File: config.mk
export PLATFORM = sky130hd
export DESIGN_NAME = video_port_clock_ctrl
export DESIGN_NICKNAME = d
export VERILOG_FILES = /design/src/hw/vpc_pkg.sv /design/src/hw/demod_delay_line.sv /design/src/hw/pixel_clock_div.sv /design/src/hw/video_port_clock_ctrl.sv
export SDC_FILE = /design/constraint.sdc
export NUM_CORES = 1
export LEC_CHECK = 0
export BUFFER_PORTS_ARGS = -buffer_cell sky130_fd_sc_hd__buf_2
export CORE_MARGIN = 2
export CORE_UTILIZATION = 50
export CTS_CLUSTER_SIZE = 10
export DETAILED_ROUTE_END_ITERATION = 8
export GPL_TIMING_DRIVEN = 0
export PLACE_DENSITY_LB_ADDON = 0.05
export SETUP_SLACK_MARGIN = 0.2
export SYNTH_ARGS = -nofsm -noshare
export SYNTH_HDL_FRONTEND = slang
export SYNTH_HIERARCHICAL = 1
export SYNTH_SLANG_ARGS = --single-unit
File: constraint.sdc
create_clock -name clk -period 7.23 [get_ports clk]
set_input_delay 0.723 -clock clk [delete_from_list [all_inputs] [get_ports clk]]
set_output_delay 0.723 -clock clk [all_outputs]
set_load 0.005 [all_outputs]
File: src/hw/vpc_pkg.sv
// Shared constants for the video port clock and demodulation phase block
package vpc_pkg;

   // Clock period and the skew step, in picoseconds
   localparam int CLK_PERIOD_PS = 40000;
   localparam int SKEW_PS       = 2000;
   // Least time rounds up, never below one cycle
   localparam int SKEW_RAW      = (SKEW_PS + CLK_PERIOD_PS - 1) / CLK_PERIOD_PS;
   localparam int SKEW_CYCLES   = (SKEW_RAW < 1) ? 1 : SKEW_RAW;

   // Register bus geometry
   localparam int ADDR_W = 8;
   localparam int DATA_W = 32;

   // Register byte offsets
   localparam logic [7:0] OFF_CLKCFG = 8'h00;
   localparam logic [7:0] OFF_DEMOD  = 8'h04;
   localparam logic [7:0] OFF_STATUS = 8'h08;

   // Clock configuration layout
   localparam int         DIV_LSB     = 0;
   localparam int         DIV_W       = 5;
   localparam int         SKEW_BIT    = 7;
   localparam logic [7:0] CLKCFG_MASK = 8'h9F;
   localparam logic [7:0] CLKCFG_RST  = 8'h03;
   localparam logic [4:0] DIV_RST     = 5'h03;

   // Demodulation delay register
   localparam int         DEMOD_W   = 8;
   localparam logic [7:0] DEMOD_RST = 8'h00;

   // Status word layout
   localparam int STAT_PCLK_BIT  = 0;
   localparam int STAT_DEMOD_BIT = 1;
   localparam int STAT_DIV_LSB   = 8;

endpackage : vpc_pkg

File: src/hw/demod_delay_line.sv
// Tapped shift line delaying the demodulation signal
`timescale 1ns/1ps
`default_nettype none

module demod_delay_line #(
   parameter int DW    = vpc_pkg::DEMOD_W,
   parameter int DEPTH = 256
) (
   input  wire logic          clk,
   input  wire logic          rst,
   input  wire logic          modIn,
   input  wire logic [DW-1:0] delay,
   output var  logic          modOut,
   output var  logic          demodOut
);

   if (DEPTH != (1 << DW) || DW < 1) begin : g_chk
      $error("demod_delay_line: DEPTH must be 2**DW");
   end

   typedef struct packed {
      logic [DEPTH-2:0] line;   // line[k] holds input from k+1 cycles ago
      logic             mod;    // Reference copy, one flop late
      logic             demod;  // Selected tap
   } dly_state_t;

   dly_state_t st;
   dly_state_t next_st;

   // Both outputs pass one flop, so their skew is exactly the delay
   always_comb begin
      next_st      = st;
      next_st.line = {st.line[DEPTH-3:0], modIn};
      next_st.mod  = modIn;
      if (delay == '0)
         next_st.demod = modIn;
      else
         next_st.demod = st.line[delay - 1'b1];
   end

   // Single state register
   always_ff @(posedge clk or posedge rst) begin
      if (rst)
         st <= '0;
      else
         st <= next_st;
   end

   assign modOut   = st.mod;
   assign demodOut = st.demod;

endmodule : demod_delay_line
`default_nettype wire

File: src/hw/pixel_clock_div.sv
// Integer divider producing the pixel clock and data launch strobe
`timescale 1ns/1ps
`default_nettype none

module pixel_clock_div #(
   parameter int DW    = vpc_pkg::DIV_W,
   parameter int SKEWN = vpc_pkg::SKEW_CYCLES
) (
   input  wire logic          clk,
   input  wire logic          rst,
   input  wire logic [DW-1:0] divIn,
   input  wire logic          skewEn,
   output var  logic          pixelClock,
   output var  logic          launch,
   output var  logic [DW-1:0] activeDiv
);

   if (DW != vpc_pkg::DIV_W || SKEWN < 1) begin : g_chk
      $error("pixel_clock_div: unsupported parameters");
   end

   typedef struct packed {
      logic [DW-1:0]    cnt;      // Position in the pixel period
      logic [DW-1:0]    div;      // Divider in force this period
      logic             raw;      // Centred clock before skew
      logic [SKEWN-1:0] line;     // Skew delay stages
      logic             out;      // Pin level
      logic             launch;   // Data change strobe
   } div_state_t;

   div_state_t st;
   div_state_t next_st;
   logic [DW:0] halfN;           // Rising point of next period

   // New divider taken only at a period boundary, so no runt pulse
   always_comb begin
      next_st = st;
      if (st.cnt == st.div) begin
         next_st.cnt = '0;
         next_st.div = divIn;
      end else begin
         next_st.cnt = st.cnt + 1'b1;
      end
      halfN = ({1'b0, next_st.div} + 1'b1) >> 1;
      // Divide by one cannot leave a flop; it toggles at half rate
      if (next_st.div == '0)
         next_st.raw = ~st.raw;
      else
         next_st.raw = ({1'b0, next_st.cnt} >= halfN);
      // Strobe one flop behind the counter, in step with the pin flop,
      // so the unskewed edge sits half a period after the data change
      next_st.launch = (st.cnt == '0);
      next_st.line   = SKEWN'({st.line, st.raw});
      next_st.out    = skewEn ? st.line[SKEWN-1] : st.raw;
   end

   // Single state register
   always_ff @(posedge clk or posedge rst) begin
      if (rst) begin
         st     <= '0;
         st.div <= vpc_pkg::DIV_RST;
      end else begin
         st <= next_st;
      end
   end

   assign pixelClock = st.out;
   assign launch     = st.launch;
   assign activeDiv  = st.div;

   // Helper: cycles between rising edges with an unchanged divider
   logic          rawPrev;
   logic [DW:0]   gap;
   logic          armed;
   logic          sameDiv;
   always_ff @(posedge clk or posedge rst) begin
      if (rst) begin
         rawPrev <= 1'b0;
         gap     <= '0;
         armed   <= 1'b0;
         sameDiv <= 1'b0;
      end else begin
         rawPrev <= st.raw;
         if (st.raw && !rawPrev) begin
            gap     <= (DW+1)'(1);
            armed   <= 1'b1;
            // At divide by two the boundary falls on the rising edge itself
            sameDiv <= (next_st.div == st.div);
         end else begin
            gap     <= gap + 1'b1;
            sameDiv <= sameDiv & (next_st.div == st.div);
         end
      end
   end
endmodule : pixel_clock_div
`default_nettype wire

File: src/hw/video_port_clock_ctrl.sv
// Video port pixel clock and demodulation phase control with APB registers
//
// The address map and the APB interface to the registers were chosen for this implementation.
`timescale 1ns/1ps
`default_nettype none

module video_port_clock_ctrl (
   input  wire logic        clk,
   input  wire logic        rst,
   // APB slave
   input  wire logic        psel,
   input  wire logic        penable,
   input  wire logic        pwrite,
   input  wire logic [7:0]  paddr,
   input  wire logic [31:0] pwdata,
   output var  logic [31:0] prdata,
   output var  logic        pready,
   output var  logic        pslverr,
   // Modulation reference from same clock
   input  wire logic        modRef,
   output var  logic        modOut,
   output var  logic        demodOut,
   // Camera video port clocking
   output var  logic        pixelClockOut,
   output var  logic        pixelLaunch
);

   // Register and bus state
   typedef struct packed {
      logic [7:0]  clkCfg;      // Divider and skew enable
      logic [7:0]  demodDelay;  // Demodulation lag in clocks
      logic [31:0] rdData;      // Read data held for the answer
      logic        ready;       // Answer cycle flag
      logic        slvErr;      // Unmapped address flag
   } ctrl_state_t;

   ctrl_state_t st;
   ctrl_state_t next_st;

   // Bus phase decode
   logic accessFirst;   // First access cycle, answer prepared
   logic accessDone;    // Completion edge, write lands here
   logic hitCfg;
   logic hitDemod;
   logic hitStatus;

   assign accessFirst = psel & penable & ~st.ready;
   assign accessDone  = psel & penable & st.ready;

   // Full address compare; aliases would hide software bugs
   assign hitCfg    = (paddr == vpc_pkg::OFF_CLKCFG);
   assign hitDemod  = (paddr == vpc_pkg::OFF_DEMOD);
   assign hitStatus = (paddr == vpc_pkg::OFF_STATUS);

   // Divider outputs
   logic [vpc_pkg::DIV_W-1:0] activeDiv;   // Divider now in force
   logic [15:0]                statusWord; // Live block state

   // Pixel clock generator
   pixel_clock_div #(
      .DW    (vpc_pkg::DIV_W),
      .SKEWN (vpc_pkg::SKEW_CYCLES)
   ) u_div (
      .clk        (clk),
      .rst        (rst),
      .divIn      (st.clkCfg[vpc_pkg::DIV_LSB +: vpc_pkg::DIV_W]),
      .skewEn     (st.clkCfg[vpc_pkg::SKEW_BIT]),
      .pixelClock (pixelClockOut),
      .launch     (pixelLaunch),
      .activeDiv  (activeDiv)
   );

   // Demodulation phase delay
   demod_delay_line #(
      .DW    (vpc_pkg::DEMOD_W),
      .DEPTH (256)
   ) u_dly (
      .clk      (clk),
      .rst      (rst),
      .modIn    (modRef),
      .delay    (st.demodDelay),
      .modOut   (modOut),
      .demodOut (demodOut)
   );

   // Status view of the running logic
   always_comb begin
      statusWord = '0;
      statusWord[vpc_pkg::STAT_PCLK_BIT]  = pixelClockOut;
      statusWord[vpc_pkg::STAT_DEMOD_BIT] = demodOut;
      statusWord[vpc_pkg::STAT_DIV_LSB +: vpc_pkg::DIV_W] = activeDiv;
   end

   // Register file and bus answer
   // One wait state: data is registered in the first access cycle
   always_comb begin
      next_st        = st;
      next_st.ready  = 1'b0;
      next_st.slvErr = 1'b0;
      next_st.rdData = '0;

      // Prepare the answer
      if (accessFirst) begin
         next_st.ready = 1'b1;
         if (hitCfg) begin
            // Reserved bits come back as zero
            next_st.rdData = 32'(st.clkCfg);
         end else if (hitDemod) begin
            next_st.rdData = 32'(st.demodDelay);
         end else if (hitStatus) begin
            next_st.rdData = 32'(statusWord);
         end else begin
            // Unmapped: error, zero data
            next_st.slvErr = 1'b1;
         end
      end

      // Writes take effect only at the completion edge
      if (accessDone && pwrite) begin
         if (hitCfg) begin
            // Reserved bits are dropped whatever is written
            next_st.clkCfg = pwdata[7:0] & vpc_pkg::CLKCFG_MASK;
         end else if (hitDemod) begin
            next_st.demodDelay = pwdata[vpc_pkg::DEMOD_W-1:0];
         end else begin
            // Status is read only; others already errored
            next_st.demodDelay = st.demodDelay;
         end
      end

      // Hold the answer through the completion cycle only
      if (accessDone) begin
         next_st.ready = 1'b0;
      end
   end

   // Single state register
   always_ff @(posedge clk or posedge rst) begin
      if (rst) begin
         st            <= '0;
         st.clkCfg     <= vpc_pkg::CLKCFG_RST;
         st.demodDelay <= vpc_pkg::DEMOD_RST;
      end else begin
         st <= next_st;
      end
   end

   // Bus outputs straight from flops
   assign prdata  = st.rdData;
   assign pready  = st.ready;
   assign pslverr = st.slvErr;
endmodule : video_port_clock_ctrl
`default_nettype wire

## After elaboration in Yosys (flattened, before gate mapping)

Cells that the tools add are included.

- Mux-type cells: 15
- Reduce and logical (&&, ||, !) cells: 7
- $lt $le $gt $ge: 2
- Eq/ne operators: 3
- Add/sub/neg operators: 3
- Bitwise logic cells: 6

Operators by type and width:

| operator | number |
|---|---|
| two-way mux 13 bit | 3 |
| two-way mux 34 bit | 1 |
| logical NOT 8 bit | 2 |
| logical NOT 5 bit | 2 |
| two-way mux 5 bit | 2 |
| less-than comparator 8 x 9 -> 1 bit (second input constant) | 1 |
| binary-select mux 1 bit (select 8 bit) | 1 |
| equality test 8 x 3 -> 1 bit (second input constant) | 1 |
| equality test 8 x 4 -> 1 bit (second input constant) | 1 |
| two-way mux 1 bit | 8 |
| subtractor 8 x 1 -> 8 bit (second input constant) | 1 |
| adder 5 x 1 -> 6 bit (second input constant) | 1 |
| adder 5 x 1 -> 5 bit (second input constant) | 1 |
| equality test 5 bit | 1 |
| greater-or-equal comparator 5 bit | 1 |
| bitwise AND 1 bit | 3 |
| NOT 1 bit | 3 |
| AND reduction 3 bit | 1 |
| AND reduction 2 bit | 1 |
| logical AND 1 bit | 1 |

- Input bits: 46
- Logic and storage cells: 50
- Bits in registers: 319

## Depth between registers and ports, before layout

- Word-level depth: 6
- Depth in mapped cells: 16
- Depth with buffers taken out: 13

## Cells and area by module

Netlist, hierarchy kept.

Modules (own cells, without submodules):

| module | area an instance (µm²) | instances | seq. area each (µm²) | cells each |
|---|---|---|---|---|
| demod_delay_line | 8,941.1 | 1 | 6,406.1 | 500 |
| video_port_clock_ctrl | 1,416.4 | 1 | 728.2 | 118 |
| pixel_clock_div | 865.8 | 1 | 352.8 | 76 |

## Worst setup path after synthesis

OpenSTA, ideal clock, no wires.

- Path kind: reg2reg
- Start point: reg st[34] (netlist bit)
- End point: reg u_dly.st, in the netlist u_dly/demodOut
- Required time: 7.099 ns
- Arrival time: 3.275 ns
- Stages on the path, launching flop included: 14
- Slack: 3.824 ns
- Clock period less this slack: 3.406 ns
- Buffers on the path: 4
- Cells stage by stage: dfrtp_1 -> buf_4 -> buf_4 -> buf_2 -> inv_1 -> ha_1 -> buf_6 -> xor2_4 -> mux4_1 -> mux4_2 -> and2_1 -> a211oi_2 -> a211o_1 -> o211ai_1

RTL lines:

| item | line | text |
|---|---|---|
| start, declared | video_port_clock_ctrl.sv:37 | `ctrl_state_t st;` |
| start signal, assigned | video_port_clock_ctrl.sv:144 | `st <= next_st;` |
| end signal, assigned | demod_delay_line.sv:46 | `st <= next_st;` |
| end, declared | demod_delay_line.sv:27 | `dly_state_t st;` |

==> metrics.md <==
| Metric | Value |
|---|---|
| Status | complete, no violations |
| Total power | ~3600 µW |
| Placed instance area | 12000 µm² |
| Clock Latency Late Sink | 0.51 ns |
| Setup TNS Final | 0 ns |
| Initial antenna violation count | 0 |
| Flop2flop setup slack | 2.97 ns |
| Longest Clk Path Bufs | 3 |
| Top_reg_cell synth | dfrtp_1 |
| CP Class | flip-flop to flip-flop |
| Crit path top cell by count | buf_2 |
| Register-to-Register Path Depth | 15 |
| Synth Cell Area | 11200 µm² |
| Detailed-route via count | roughly 6000 |
| Initial detailed-routing violation count | 262 |
| Post-CTS sizing | 0 |
| Number of library cell types mapped by synthesis | 65 |
| # rows | 54 |
| GRT Total Usage | 19.7% |
| Post-synth EDFFs | 0 |
| Worst IR drop on VDD | about 0.15 mV |
| Area Overhead vs Synth | 15.9% |
| Hold Path Class | primary input to async pin |
| Commonest cells after routing, fill and taps aside | 295 x dfrtp_1, 54 x buf_2, 49 x mux4_2 |
| FF+latch area | around 7500 µm² |
| Final Hold Fails | 0 |
| Crit path max-delay family | buffers and inverters |
| Starting Density | 51.1% |
| CTS Root Cell | clkbuf_16 |
| Highest metal used | met4 |
| Pins Over Slew Limit | 0 |
| Nature of the critical path startpoint | flip-flop |
| Pre-CTS setup slack | 2.88 ns |
| Slew margin rel. | ~28% |
| Final min period | 4.26 ns |
| N_diodes | 0 |
| WL met2 | 10.2 mm |
| YS warnings | 6 |
| Final WS setup | 2.97 ns |
| Residual DRC | 0 |
| Synth Instances | between 600 and 700 |
| CTS Hold Bufs | 0 |
| Hpwl dp | 14.9 mm |
| Die area | 23700 µm² |
| Clock Sinks | around 300 |
| Routed wire length on met3 | 1.12 mm |
| Seq cells post-synth | 299 |
| Slowest-stage cell, CP | buf_1 |
| Worst Setup End Kind | flip-flop |
| Share of synthesized registers carrying an async set or reset | 100% |
| DRT Wirelength | about 22 mm |
| Reg2Reg Capture Point | u_dly/demodOut$_DFF_PP0_ |
| TritonRoute pass-1 iters | 4 |
| Syn avg cell area | around 16 µm² |
| Via density | 5.51 |
| Drt wl/cell | 20.3 µm |
| CTS buffer count | 36 |
| Net count reported at finish | 851 |
| Hold_ws | between 0.15 and 0.2 ns |
| RD Place Congestion | 0.791 |
| Crit path required time | 7.60 ns |
| Fillers | 1657 |
| P_leak | 0.00624 µW |
| Pwr Density | 274 nW/µm² |
| Largest net degree at the start of global routing | between 40 and 50 |
| Final Cell Area | 13000 µm² |
| Commonest non-fill, non-tap cell in the layout | dfrtp_1 |
| Peak fanout along the critical path | 10 |
| RSZ-0062 raised after global routing | no |
| CTS tree | yes |
| First-pass GRT wire length | 36.0 mm |
| CP peak stage delay | 0.56 ns |
| Chip Height | 154 µm |
| Fraction of layout cells with a size suffix above 1 | roughly 31% |
| Buf+Inv Stages, Crit Path | 7 |
| Core area | ~22000 µm² |
| Length of routed wiring on met1 | 10.2 mm |
| H-tree Lvls | 2 |
| IO Pins | 84 |
| Worst reg2reg startpoint | st[34]$_DFFE_PP0P_ |
| WP data arrival | roughly 4.6 ns |
| Maximum capacitance violations | 0 |
| Die W | 154 µm |
| Clock Skews | approximately 0.016 ns |
| Multi-input gate area | 3310 µm² |
| Vias in the first global route | 6507 |
| Post-CTS Setup Inserts | 0 |
| # setup viols final | 0 |
| Peak Freq | around 230 MHz |
| Seq/Total Area, Yosys | 66.7% |
| Port bufs | 38 |
| Crit-path cells | buf_4 > buf_4 > buf_2 > inv_1 > ha_1 > buf_2 > buf_2 > buf_1 > mux4_2 > nand2_1 > nand3_1 > nand4_1 > nand4_1 > nor2_1 > o211ai_1 |
| DRT antenna net count | 0 |
| Worst Max-Slew Pin Slew | between 1 and 1.5 ns |
| GRT overflow | 0 |
| Final clock period utilization by the worst path | about three fifths |
| Clock slew at reported path FFs | 0.05 ns |
[how the worst max path moves through the flow]
stage / cells after the start / endpoint / slack, ns / startpoint
floorplan: 1 / u_dly/demodOut$_DFF_PP0_ / 3.14 / rst
global placement: 2 / u_dly/next_st[138]$_DFF_PP0_ / 2.02 / rst
detailed placement: 15 / u_dly/demodOut$_DFF_PP0_ / 2.88 / st[34]$_DFFE_PP0P_
CTS: 15 / u_dly/demodOut$_DFF_PP0_ / 2.85 / st[34]$_DFFE_PP0P_
global route: 15 / u_dly/demodOut$_DFF_PP0_ / 2.67 / st[34]$_DFFE_PP0P_
finish: 15 / u_dly/demodOut$_DFF_PP0_ / 2.97 / st[34]$_DFFE_PP0P_
[cells in the mapped netlist (all sizes together) (2+ instances only)]
cell type | instances | area (µm²)
xor2 | 5 | 62.6
xnor2 | 11 | 104
buf | 59 | 410
nand4 | 8 | 62.6
and4 | 2 | 18.8
nand4b | 3 | 26.3
clkbuf | 6 | 22.5
a21oi | 6 | 30.0
or2 | 3 | 18.8
nor3 | 8 | 45.0
o221a | 2 | 22.5
mux4 | 56 | 1290
o221ai | 6 | 52.6
nand2 | 38 | 145
nand3 | 24 | 120
dfrtp | 295 | 7380
a21boi | 2 | 15.0
a31oi | 2 | 12.5
nor2 | 18 | 75.1
nor3b | 7 | 62.6
mux2i | 25 | 254
and2 | 8 | 50.1
a211oi | 4 | 35.0
and2b | 3 | 25.0
inv | 15 | 56.3
nor4 | 3 | 33.8
o21ai | 4 | 20.0
o211ai | 8 | 60.1
mux2 | 28 | 315
dfstp | 4 | 105
ha | 11 | 138
a21o | 3 | 22.5
[power breakdown]
group	total (µW)	switching [µW]	internal [µW]
Clock	1610	617	990
Combinational	218	118	100
Sequential	1740	24.5	1710
Total	3560	760	2800
[per-layer routing]
metal,up-vias,GRT usage [%]
met4,0,6.28
met2,164,30.6
met1,3125,28.7
met5,-,0
met3,39,3.72
li1,2635,-
[area by class of cell]
type	instances	area share [%]
inverter	15	0.462
clock buffer	44	7.64
buffer	65	3.33
timing repair buffer	44	2.44
clock inverter	2	0.356
multi-input combinational	333	25.5
tap	280	2.69
sequential	299	57.6
[stage by stage]
step           utilization, %  cells
6_report                 59.2   1082
5_1_grt                  59.2   1082
4_1_cts                  59.2   1082
3_5_place_dp             54.5   1036
3_3_place_gp             53.9   1030
2_1_floorplan               -    712
[cell families after synthesis]
kind of cell             after synthesis  share of synthesized area [%]
flip-flops                           299                           66.7
AND/OR/NAND/NOR                      132                           6.57
multiplexers                         109                           16.5
buffers and inverters                 80                           4.36
AO/OA/AOI/OAI                         46                           3.08
XOR/XNOR                              16                           1.48
adder cells (fa/ha/maj)               11                           1.23
other                                  1                         0.0334
[flip-flops by register name (all words and copies together), names as in the netlist, 5 cells and up]
| signal | count |
|---|---|
| u_dly/next_st | 254 |
| u_div/st | 6 |
| u_div/activeDiv | 5 |
| prdata | 13 |
| st | 14 |
(Power assumes the default switching activity.)
